==> config.mk <==
export PLATFORM = sky130hd
export DESIGN_NAME = traverse_frequency_generator
export DESIGN_NICKNAME = d
export VERILOG_FILES = /design/src/traverse_pkg.sv /design/src/traverse_frequency_generator.sv /design/src/handshake_sync.sv
export SDC_FILE = /design/constraint.sdc
export NUM_CORES = 2
export LEC_CHECK = 0
export BUFFER_PORTS_ARGS = -buffer_cell sky130_fd_sc_hd__buf_4
export CORE_UTILIZATION = 55
export CTS_CLUSTER_DIAMETER = 80
export CTS_CLUSTER_SIZE = 30
export DETAILED_ROUTE_END_ITERATION = 12
export HOLD_SLACK_MARGIN = 0.06
export MAX_ROUTING_LAYER = met4
export PLACE_DENSITY = 0.79
export SLEW_MARGIN = 20
export SYNTH_ARGS = -nofsm -noshare
export SYNTH_HDL_FRONTEND = slang
export SYNTH_SLANG_ARGS = --single-unit
==> constraint.sdc <==
create_clock -name sys_clk -period 29.6 [get_ports sys_clk]
set_input_delay 1.48 -clock sys_clk [delete_from_list [all_inputs] [get_ports sys_clk]]
set_output_delay 1.48 -clock sys_clk [all_outputs]
set_load 0.1 [all_outputs]
==> src/traverse_pkg.sv <==
// How it works
// - triangle offset, separate rise and fall times
// - master ramps to amplitude then reverses
// - proportional jump at every reversal
// - master toggles handshake output at reversal
// - slave slope mirrors master, opposite sign
// - slave holds at limit awaiting handshake
// - slave reverses at once on handshake
// - offset summed into ramp_freq input
// - mode 0 off, 1 master, 2 slave
// - start only after reference first reached
// - settings other than mode locked while traverse runs
// - result clamped between minimum and maximum while running; idle output follows ramp_freq unclamped
// - handshake source chosen by setting
package traverse_pkg;

   // register indices on the plain port
   localparam logic [3:0] REG_MODE    = 4'h0;
   localparam logic [3:0] REG_ACCEL   = 4'h1;
   localparam logic [3:0] REG_DECEL   = 4'h2;
   localparam logic [3:0] REG_AMPL    = 4'h3;
   localparam logic [3:0] REG_STEP    = 4'h4;
   localparam logic [3:0] REG_HS_SRC  = 4'h5;
   localparam logic [3:0] REG_REF     = 4'h6;
   localparam logic [3:0] REG_FMIN    = 4'h7;
   localparam logic [3:0] REG_FMAX    = 4'h8;
   localparam logic [3:0] REG_STATUS  = 4'h9;
   localparam logic [3:0] REG_OFFSET  = 4'hA;
   localparam logic [3:0] REG_FOUT    = 4'hB;

   // mode encodings
   localparam logic [1:0] MODE_OFF    = 2'h0;
   localparam logic [1:0] MODE_MASTER = 2'h1;
   localparam logic [1:0] MODE_SLAVE  = 2'h2;

   // ramp times in units of 0.01 s, 1..32000
   localparam logic [15:0] TIME_MIN     = 16'h0001;
   localparam logic [15:0] TIME_MAX     = 16'h7D00;
   localparam logic [15:0] RST_ACCEL    = 16'h01F4;
   localparam logic [15:0] RST_DECEL    = 16'h01F4;
   // percentages in units of 0.01 %, max 50.00 %
   localparam logic [15:0] PCT_MAX      = 16'h1388;
   localparam logic [15:0] RST_AMPL     = 16'h03E8;
   localparam logic [15:0] RST_STEP     = 16'h0001;
   localparam logic [31:0] PCT_FULL     = 32'h0000_2710;
   // frequencies in units of 0.01 Hz
   localparam logic [15:0] RST_REF      = 16'h1388;
   localparam logic [15:0] RST_FMIN     = 16'h0000;
   localparam logic [15:0] RST_FMAX     = 16'hFFFF;
   localparam logic [1:0]  RST_HS_SRC   = 2'h0;

   // one ramp-time unit is 10 ms
   localparam int          TIME_UNIT_NS = 10000000;
   localparam int          CLK_NS       = 4;
   localparam int          TICK_CYC     = TIME_UNIT_NS / CLK_NS;

   localparam int          HS_SOURCES   = 4;

   typedef enum logic [1:0] {ST_IDLE, ST_WAIT_REF, ST_RAMP, ST_HOLD} state_t;

endpackage

==> src/traverse_frequency_generator.sv <==
`timescale 1ns/100ps
`default_nettype none
module traverse_frequency_generator
#(
   parameter int tick_cyc = traverse_pkg::TICK_CYC
)
(
   input  wire logic        sys_clk,
   input  wire logic        rst_b,
   input  wire logic [3:0]  addr,
   input  wire logic [15:0] wr_data,
   input  wire logic        wr_en,
   input  wire logic        rd_en,
   output logic      [15:0] rd_data,
   input  wire logic [15:0] ramp_freq,
   input  wire logic [3:0]  hs_in,
   output logic             hs_out,
   output logic      [15:0] freq_out,
   output logic      [17:0] traverse_out,
   output logic             active
);

   logic [1:0]           mode;
   logic [15:0]          accel_time;
   logic [15:0]          decel_time;
   logic [15:0]          ampl;
   logic [15:0]          step;
   logic [1:0]           hs_src;
   logic [15:0]          ref_freq;
   logic [15:0]          fmin;
   logic [15:0]          fmax;
   traverse_pkg::state_t state;
   logic                 dir_up;
   logic signed [17:0]   offset;
   logic signed [17:0]   lim;
   logic signed [17:0]   jump;
   logic [40:0]          acc;
   logic                 hs_edge;
   logic                 running;
   logic                 is_slave;
   logic [40:0]          thr;
   logic [40:0]          next_acc;
   logic                 at_limit;
   logic signed [18:0]   sum;

   function automatic logic [15:0] pct_of(input logic [15:0] f,
                                          input logic [15:0] p);
      logic [31:0] prod;
      prod   = f * p;
      pct_of = 16'(prod / traverse_pkg::PCT_FULL);
   endfunction

   function automatic logic [15:0] clip(input logic [15:0] v,
                                        input logic [15:0] lo,
                                        input logic [15:0] hi);
      clip = (v < lo) ? lo : ((v > hi) ? hi : v);
   endfunction

   handshake_sync u_hs
   (
      .sys_clk (sys_clk),
      .rst_b   (rst_b),
      .hs_in   (hs_in),
      .hs_src  (hs_src),
      .hs_edge (hs_edge)
   );

   assign running  = (state == traverse_pkg::ST_RAMP) ||
                     (state == traverse_pkg::ST_HOLD);
   assign is_slave = (mode == traverse_pkg::MODE_SLAVE);

   // mode stays writable so software can always stop the traverse
   always_ff @(posedge sys_clk or negedge rst_b)
   begin
      if (!rst_b)
         mode <= traverse_pkg::MODE_OFF;
      else if (wr_en && addr == traverse_pkg::REG_MODE && wr_data[15:2] == 14'h0
               && wr_data[1:0] != 2'h3)
         mode <= wr_data[1:0];
   end

   always_ff @(posedge sys_clk or negedge rst_b)
   begin
      if (!rst_b)
      begin
         accel_time <= traverse_pkg::RST_ACCEL;
         decel_time <= traverse_pkg::RST_DECEL;
         ampl       <= traverse_pkg::RST_AMPL;
         step       <= traverse_pkg::RST_STEP;
         hs_src     <= traverse_pkg::RST_HS_SRC;
         ref_freq   <= traverse_pkg::RST_REF;
         fmin       <= traverse_pkg::RST_FMIN;
         fmax       <= traverse_pkg::RST_FMAX;
      end
      else if (wr_en && !running)
      begin
         case (addr)
            traverse_pkg::REG_ACCEL:
               accel_time <= clip(wr_data, traverse_pkg::TIME_MIN,
                                  traverse_pkg::TIME_MAX);
            traverse_pkg::REG_DECEL:
               decel_time <= clip(wr_data, traverse_pkg::TIME_MIN,
                                  traverse_pkg::TIME_MAX);
            traverse_pkg::REG_AMPL:
               ampl <= clip(wr_data, 16'h0001, traverse_pkg::PCT_MAX);
            traverse_pkg::REG_STEP:
               step <= clip(wr_data, 16'h0001, traverse_pkg::PCT_MAX);
            traverse_pkg::REG_HS_SRC: hs_src   <= wr_data[1:0];
            traverse_pkg::REG_REF:    ref_freq <= wr_data;
            traverse_pkg::REG_FMIN:   fmin     <= wr_data;
            traverse_pkg::REG_FMAX:   fmax     <= wr_data;
            default:                  ;
         endcase
      end
   end

   // dda: one offset count per cycle at most, exact slope over time
   always_comb
   begin
      thr      = 41'((dir_up ? accel_time : decel_time) * 41'(tick_cyc));
      next_acc = acc + 41'({lim, 1'b0});
      at_limit = dir_up ? (offset >= lim) : (offset <= -lim);
   end

   always_ff @(posedge sys_clk or negedge rst_b)
   begin
      if (!rst_b)
      begin
         state  <= traverse_pkg::ST_IDLE;
         dir_up <= 1'b1;
         offset <= 18'sh0;
         lim    <= 18'sh0;
         jump   <= 18'sh0;
         acc    <= 41'h0;
         hs_out <= 1'b0;
      end
      else if (mode == traverse_pkg::MODE_OFF)
      begin
         state  <= traverse_pkg::ST_IDLE;
         offset <= 18'sh0;
         acc    <= 41'h0;
      end
      else
      begin
         case (state)
            traverse_pkg::ST_IDLE:
               state <= traverse_pkg::ST_WAIT_REF;
            traverse_pkg::ST_WAIT_REF:
               if (ramp_freq == ref_freq)
               begin
                  state  <= traverse_pkg::ST_RAMP;
                  lim    <= 18'(pct_of(ref_freq, ampl));
                  jump   <= 18'(pct_of(ref_freq, step));
                  dir_up <= !is_slave;
                  offset <= 18'sh0;
                  acc    <= 41'h0;
               end
            traverse_pkg::ST_RAMP:
               if ((is_slave && hs_edge) || (!is_slave && at_limit))
               begin
                  dir_up <= !dir_up;
                  offset <= dir_up ? offset - jump : offset + jump;
                  acc    <= 41'h0;
                  if (!is_slave)
                     hs_out <= !hs_out;
               end
               else if (at_limit)
                  state <= traverse_pkg::ST_HOLD;
               else if (next_acc >= thr)
               begin
                  acc    <= next_acc - thr;
                  offset <= dir_up ? offset + 18'sh1 : offset - 18'sh1;
               end
               else
                  acc <= next_acc;
            traverse_pkg::ST_HOLD:
               if (!is_slave || hs_edge)
               begin
                  state  <= traverse_pkg::ST_RAMP;
                  dir_up <= !dir_up;
                  offset <= dir_up ? offset - jump : offset + jump;
                  acc    <= 41'h0;
               end
            default:
               state <= traverse_pkg::ST_IDLE;
         endcase
      end
   end

   assign sum = 19'($signed({3'b000, ramp_freq})) + 19'(offset);

   always_ff @(posedge sys_clk or negedge rst_b)
   begin
      if (!rst_b)
      begin
         freq_out     <= 16'h0000;
         traverse_out <= 18'h00000;
         active       <= 1'b0;
      end
      else
      begin
         active       <= running;
         traverse_out <= running ? offset : 18'h00000;
         if (!running)
            freq_out <= ramp_freq;
         else if (sum < $signed({3'b000, fmin}))
            freq_out <= fmin;
         else if (sum > $signed({3'b000, fmax}))
            freq_out <= fmax;
         else
            freq_out <= sum[15:0];
      end
   end

   always_ff @(posedge sys_clk or negedge rst_b)
   begin
      if (!rst_b)
         rd_data <= 16'h0000;
      else if (rd_en)
      begin
         case (addr)
            traverse_pkg::REG_MODE:   rd_data <= {14'h0, mode};
            traverse_pkg::REG_ACCEL:  rd_data <= accel_time;
            traverse_pkg::REG_DECEL:  rd_data <= decel_time;
            traverse_pkg::REG_AMPL:   rd_data <= ampl;
            traverse_pkg::REG_STEP:   rd_data <= step;
            traverse_pkg::REG_HS_SRC: rd_data <= {14'h0, hs_src};
            traverse_pkg::REG_REF:    rd_data <= ref_freq;
            traverse_pkg::REG_FMIN:   rd_data <= fmin;
            traverse_pkg::REG_FMAX:   rd_data <= fmax;
            traverse_pkg::REG_STATUS:
               rd_data <= {12'h0, hs_out, dir_up, 2'(state)};
            traverse_pkg::REG_OFFSET: rd_data <= offset[15:0];
            traverse_pkg::REG_FOUT:   rd_data <= freq_out;
            default:                  rd_data <= 16'h0000;
         endcase
      end
      else
         rd_data <= 16'h0000;
   end

endmodule // traverse_frequency_generator
`default_nettype wire

==> src/handshake_sync.sv <==
`timescale 1ns/100ps
`default_nettype none
module handshake_sync
(
   input  wire logic       sys_clk,
   input  wire logic       rst_b,
   input  wire logic [3:0] hs_in,
   input  wire logic [1:0] hs_src,
   output logic            hs_edge
);

   logic [3:0] meta;
   logic [3:0] sync;
   logic       sel_q;
   logic       primed;

   always_ff @(posedge sys_clk or negedge rst_b)
   begin
      if (!rst_b)
      begin
         meta <= 4'h0;
         sync <= 4'h0;
      end
      else
      begin
         meta <= hs_in;
         sync <= meta;
      end
   end

   // a source swap may read as one edge; swaps only land while stopped
   always_ff @(posedge sys_clk or negedge rst_b)
   begin
      if (!rst_b)
      begin
         sel_q   <= 1'b0;
         primed  <= 1'b0;
         hs_edge <= 1'b0;
      end
      else
      begin
         sel_q   <= sync[hs_src];
         primed  <= 1'b1;
         hs_edge <= primed && (sync[hs_src] != sel_q);
      end
   end

endmodule // handshake_sync
`default_nettype wire

# Word level (Yosys, flattened, before mapping)
# Cells that the tools add are included.
totals:
  wordCells: 150
  regBits: 273
op_classes:
  bitwise: 2
  n_eq_ne: 27
  n_mux: 40
  div_mod_pow: 2
  reduce_logical: 34
  multipliers: 3
  n_addsub: 8
  n_lt_le_gt_ge: 9
ops:
  columns: ["cell", "count"]
  rows:
  - ["$mux W41", 6]
  - ["$pmux W16 S12", 1]
  - ["$mux W18", 9]
  - ["$mux W16", 9]
  - ["$pmux W41 S3", 1]
  - ["$div A32 B14 Y32 const B", 2]
  - ["$mul A16 B16 Y32", 2]
  - ["$pmux W18 S3", 1]
  - ["$add A41 B17 Y41", 1]
  - ["$ge A41 B38 Y1", 1]
  - ["$sub A41 B38 Y41", 1]
  - ["$mul A16 B17 Y33 const B", 1]
  - ["$add A17 B18 Y19", 1]
  - ["$gt A19 B17 Y1", 1]
  - ["$lt A19 B17 Y1", 1]
  - ["$add A18 B17 Y18", 1]
  - ["$add A18 B2 Y18 const B", 1]
  - ["$ge A18 B17 Y1", 1]
  - ["$le A18 B18 Y1", 1]
  - ["$neg A16 Y18", 1]
  - ["$sub A18 B17 Y18", 1]
  - ["$sub A18 B2 Y18 const B", 1]
  - ["$eq A16 B16 Y1", 1]
  - ["$eq A4 B3 Y1 const B", 4]
  - ["35 further kinds", 75]

# Logic depth before layout (Yosys ltp)
depth:
  ltp_word: 8
  ltp_mapped: 92
  depth_no_buf: 75

# Hierarchy
# From an unflattened synthesis, not the netlist that was laid out.
unflattened:
  cells_unflattened: 6691
  area_unflattened_um2: 55226.7
by_module_without_submodules:
  columns: ["mod", "seq_area_each_um2", "instances", "area_per_inst_um2", "cells_per_inst"]
  rows:
  - ["traverse_frequency_generator", 6582.6, 1, 54910.2, 6676]
  - ["handshake_sync", 275.3, 1, 316.6, 15]

# Least setup slack after synthesis
# Ideal clock, no wire load.
synth_path:
  kind: "register -> register"
  from: "reg ampl[3]"
  to: "reg lim[0]"
  arrival_time_ps: 21602
  period_less_slack_ps: 21692
  path_stages_with_launch: 82
  n_path_buf: 8
  setup_ps: 90
  path_slack_ps: 7908
  cell_sequence: "dfstp_2 -> clkbuf_1 -> clkbuf_1 -> nand2_1 -> fa_1 -> inv_1 -> fa_1 -> inv_1 -> fa_1 -> inv_1 -> fa_1 -> fa_1 -> inv_1 -> fa_1 -> inv_1 -> ha_1 -> buf_2 -> nand2_2 -> [46 not listed] -> o311a_1 -> or2_1 -> buf_2 -> a2111oi_2 -> xnor2_1 -> nor2_2 -> or4_1 -> a32oi_2 -> a211oi_2 -> o41ai_1 -> a31oi_1 -> or3_1 -> and2_1 -> clkbuf_1 -> o41a_1 -> xnor2_1 -> a2111o_1 -> o221ai_1"
synth_between:
  elab_chain_len: 2
synth_rtl:
  columns: ["element", "line", "source"]
  rows:
  - ["from (decl)", "traverse_frequency_generator.sv:26", "logic [15:0] ampl;"]
  - ["from (signal assigned)", "traverse_frequency_generator.sv:88", "ampl <= traverse_pkg::RST_AMPL;"]
  - ["from (signal assigned)", "traverse_frequency_generator.sv:105", "ampl <= clip(wr_data, 16'h0001, traverse_pkg::PCT_MAX);"]
  - ["$mul A16 B16 Y32", "traverse_frequency_generator.sv:49", "prod = f * p;"]
  - ["$div A32 B14 Y32", "traverse_frequency_generator.sv:50", "pct_of = 16'(prod / traverse_pkg::PCT_FULL);"]
  - ["to (signal assigned)", "traverse_frequency_generator.sv:152", "lim <= 18'(pct_of(ref_freq, ampl));"]
  - ["to (decl)", "traverse_frequency_generator.sv:35", "logic signed [17:0] lim;"]
# Every way passes these cells.
# A chain may end at the register's enable or synchronous reset.

# Final worst setup path
layout_path:
  from: "reg ref_freq[12]"
  to: "reg lim[0]"
layout_between:
  elab_chain_len: 2
layout_rtl:
  columns: ["element", "line", "source"]
  rows:
  - ["from (decl)", "traverse_frequency_generator.sv:29", "logic [15:0] ref_freq;"]
  - ["from (signal assigned)", "traverse_frequency_generator.sv:91", "ref_freq <= traverse_pkg::RST_REF;"]
  - ["from (signal assigned)", "traverse_frequency_generator.sv:109", "traverse_pkg::REG_REF: ref_freq <= wr_data;"]
  - ["$mul A16 B16 Y32 / $eq A16 B16 Y1 (equally long branches)", "traverse_frequency_generator.sv:49, traverse_frequency_generator.sv:149", null]
  - ["$div A32 B14 Y32 / $reduce_and A3 Y1 (equally long branches)", null, null]
# Parallel ways exist; a longest one is shown, timed or not.

==> results.md <==
* Run status: finished, final reports clean
* Startpoint types: flip-flop
* Vias per std cell at 6.38
* Mux cell area share after synthesis at 3.09%
* Core Rows at 116
* CP dominant cell by count: fa_1
* GR Util met1 at 45.0%
* Vias in the first global route at 50000
* Synth unique cells at 157
* Root Buffer: clkbuf_16
* RePlAce Congestion at between 1 and 1.5
* Met3 Track Usage GR at about 6.0%
* Simple-gate share of the synthesized area at 18.7%
* Number of synthesized flops with an enable pin at 0
* XOR/XNOR Fraction of Synth Area at ~6.6%
* Post-cts sizing count at 0
* RSZ-0062 raised after global routing: false
* RR Endpoint: lim[0]$_DFFE_PN0P_
* Relative slew slack at 20.4%
* Reg-to-Reg Start: ref_freq[12]$_DFFE_PN1P_
* Crit path from: ref_freq[12]$_DFFE_PN1P_
* Clock Latency Late Sink at 620 ps
* Drt drc at 0
* H-tree depth at 1
* Pin count of the biggest net entering global routing at 149
* Cell area after placement at ~0.058 mm^2
* Cell count after synthesis at 6780
* Adder-Cell Fraction of Synth Area at 28.4%
* Final wirelength at 172000 um
* Grt ovf at 0
* Slew Limit Fails at 0
* Global Route Usage Sum at 34.3%
* Crit-path max cell delay at between 1000 and 1500 ps
* Antenna Nets Post-Route at 0
* CP max FO at 35
* Clk sinks at 272
* Worst EP arrival at 27040 ps
* Final setup vio count at 0
* Routed WL per cell at 21.3 um
* DRT Pass-1 Iters at 7
* Yosys warns at 0
* Initial Util at 55.7%
* Min Tclk post-route at 26540 ps
* WP data required at 30100 ps
* Syn nets at 7802
* Slowest cell on the critical path: dfstp_2
* Layer with the highest usage: met2
* Final Hold Fails at 0
* Final Cell Area at between 0.05 and 0.06 mm^2
* Post-CTS Hold Fix Bufs at 0
* PortBufs at 95
* Synth Cell Area at between 0.05 and 0.06 mm^2
* Routed via count at 51400
* Initial DRC Count at 5392
* R2R depth at 74
* Worst Tran Pin Value at ~1200 ps
* Grt met2 use at 52.7%
* Maxcap violations at 0
* Chip height at 321 um
* Die width at 321 um
* Share of cells above drive strength 1 at 8.17%
* Die area at 0.103 mm^2
* Largest family of logic cells by synthesized area: adder cells
* Setup TNS Final at 0 ps
* WS Path Type: reg2reg
* Synth Register Bits at 272
* Top_reg_cell synth: dfrtp_1
* HP Class: reg2reg
* CORE AREA at 0.100 mm^2
* Synth Area in Compound Gates at 23.5%
* Nets at 7690
* Flop2flop setup slack at 3060 ps
* Post-CTS Setup Bufs at 0
* Sequential share of the synthesized area at 12.3%
* CP endpoint: lim[0]$_DFFE_PN0P_
* Final Skew at 41.1 ps
* CTS buffer count at 22
* First-pass GRT wire length at 276000 um
* Post-DP HPWL at 136000 um
* Fmax at around 0.038 GHz
* Per-instance average area after synthesis at 8.24 um^2
* Layout area overhead at 4.55%
* Critical path capture point type: flip-flop
* Clk slew on worst S/H paths at 110 ps
* Buffer depth of the longest clock path at 3
* CTS tree: done
* Async set or reset register ratio after synthesis at between 90% and 100%
* # IOs at 96
* Initial antenna violation count at 5
* Final period util at 89.7%
==> routing by layer <==
layer | wire [um] | share of wire, %
met1 | 71800 | 42
met3 | 16100 | 9.3
met4 | 7690 | 4.5
met2 | 76200 | 44
met5 | 0 | 0
==> layout make-up <==
class / instances / area, um^2
flip-flops and latches: 272 / 6860
fillers: 8895 / 41900
clock inverters: 15 / 209
multi-input cells: 5467 / 45000
inverters: 741 / 2780
well taps: 1357 / 1700
clock buffers: 25 / 583
repair buffers: 164 / 1250
diodes: 7 / 17.5
==> placed cells by master (no fill, tap or decap), drive strengths merged, types with 91 or more instances in the layout <==
cell type,Yosys,layout
a21o,143,143
a21oi,367,367
and2,373,373
buf,72,164
dfrtp,231,231
fa,459,459
ha,519,519
inv,739,752
mux2i,91,91
nand2,686,686
nand3,101,101
nor2,330,330
nor3,142,142
o21ai,403,403
xnor2,285,285
xor2,129,129
==> worst min-delay path by stage <==
stage | start | end | cells after the start
global placement | u_hs.meta[2]$_DFF_PN0_ | u_hs.sync[2]$_DFF_PN0_ | 0
global route | u_hs.meta[2]$_DFF_PN0_ | u_hs.sync[2]$_DFF_PN0_ | 0
CTS | u_hs.meta[2]$_DFF_PN0_ | u_hs.sync[2]$_DFF_PN0_ | 0
detailed placement | u_hs.meta[2]$_DFF_PN0_ | u_hs.sync[2]$_DFF_PN0_ | 0
finish | u_hs.meta[2]$_DFF_PN0_ | u_hs.sync[2]$_DFF_PN0_ | 0
floorplan | u_hs.meta[0]$_DFF_PN0_ | u_hs.sync[0]$_DFF_PN0_ | 0
==> synthesized netlist by cell type, types with 37 or more instances <==
| cell type | count | share of area, % |
|---|---|---|
| a211oi_1 | 56 | 0.75 |
| a21o_1 | 142 | 1.9 |
| a21oi_1 | 357 | 3.2 |
| a22oi_1 | 59 | 0.79 |
| a31oi_1 | 59 | 0.66 |
| and2_1 | 369 | 4.1 |
| and3_1 | 62 | 0.69 |
| buf_2 | 49 | 0.44 |
| clkbuf_1 | 227 | 1.5 |
| dfrtp_1 | 231 | 10 |
| dfstp_2 | 41 | 1.9 |
| fa_1 | 459 | 16 |
| ha_1 | 519 | 12 |
| inv_1 | 737 | 5.0 |
| mux2_2 | 61 | 1.2 |
| mux2i_1 | 86 | 1.5 |
| nand2_1 | 683 | 4.6 |
| nand2b_1 | 55 | 0.62 |
| nand3_1 | 99 | 0.89 |
| nand4_1 | 57 | 0.64 |
| nor2_1 | 324 | 2.2 |
| nor2b_1 | 38 | 0.43 |
| nor3_1 | 132 | 1.2 |
| nor4_1 | 55 | 0.62 |
| o211ai_1 | 67 | 0.90 |
| o21a_1 | 52 | 0.70 |
| o21ai_0 | 329 | 2.9 |
| o21ai_1 | 60 | 0.54 |
| o21bai_1 | 73 | 0.98 |
| o31ai_1 | 42 | 0.56 |
| or3_1 | 37 | 0.41 |
| xnor2_1 | 278 | 4.4 |
| xor2_1 | 125 | 2.0 |
==> worst max-delay path, delay by kind of cell, from the launching register on <==
kind,cells,cell delay (ps)
simple gates,20,6070
flops,1,1070
compound gates,35,12500
fa+ha+maj,7,3620
mux,5,2370
buf+inv,5,270
xor+xnor,2,420
==> logic make-up (layout without fill, tap and decap cells) <==
family                   count (synthesis)  count (layout)
AO/OA/AOI/OAI                         1828            1828
XOR/XNOR                               414             414
adder cells (fa/ha/maj)                997             997
buffers and inverters                 1041             945
flip-flops                             272             272
multiplexers                           158             158
other                                    1               8
AND/OR/NAND/NOR                       2069            2069
==> registers in the layout, indices dropped and copies added, names as in the netlist, 16 cells and up <==
register / flops
rd_data: 16
lim: 16
fmin: 16
decel_time: 16
ref_freq: 16
jump: 16
offset: 18
ampl: 16
acc: 40
step: 16
traverse_out: 18
fmax: 16
freq_out: 16
accel_time: 16
==> metrics by stage <==
step | util, % | worst slack [ps] | hold WS (ps) | cells
2_1_floorplan | - | 7910 | 331 | 6780
3_3_place_gp | 57.4 | 3620 | 333 | 8001
3_5_place_dp | 57.4 | 3560 | 335 | 8001
4_1_cts | 58.2 | 3460 | 357 | 8041
5_1_grt | 58.2 | 1600 | 365 | 8045
6_report | 58.2 | 3060 | 356 | 8048
Power is left out: the tool's default activity adds up to more than one toggle a clock period on the data nets, which glitch-free logic cannot reach.
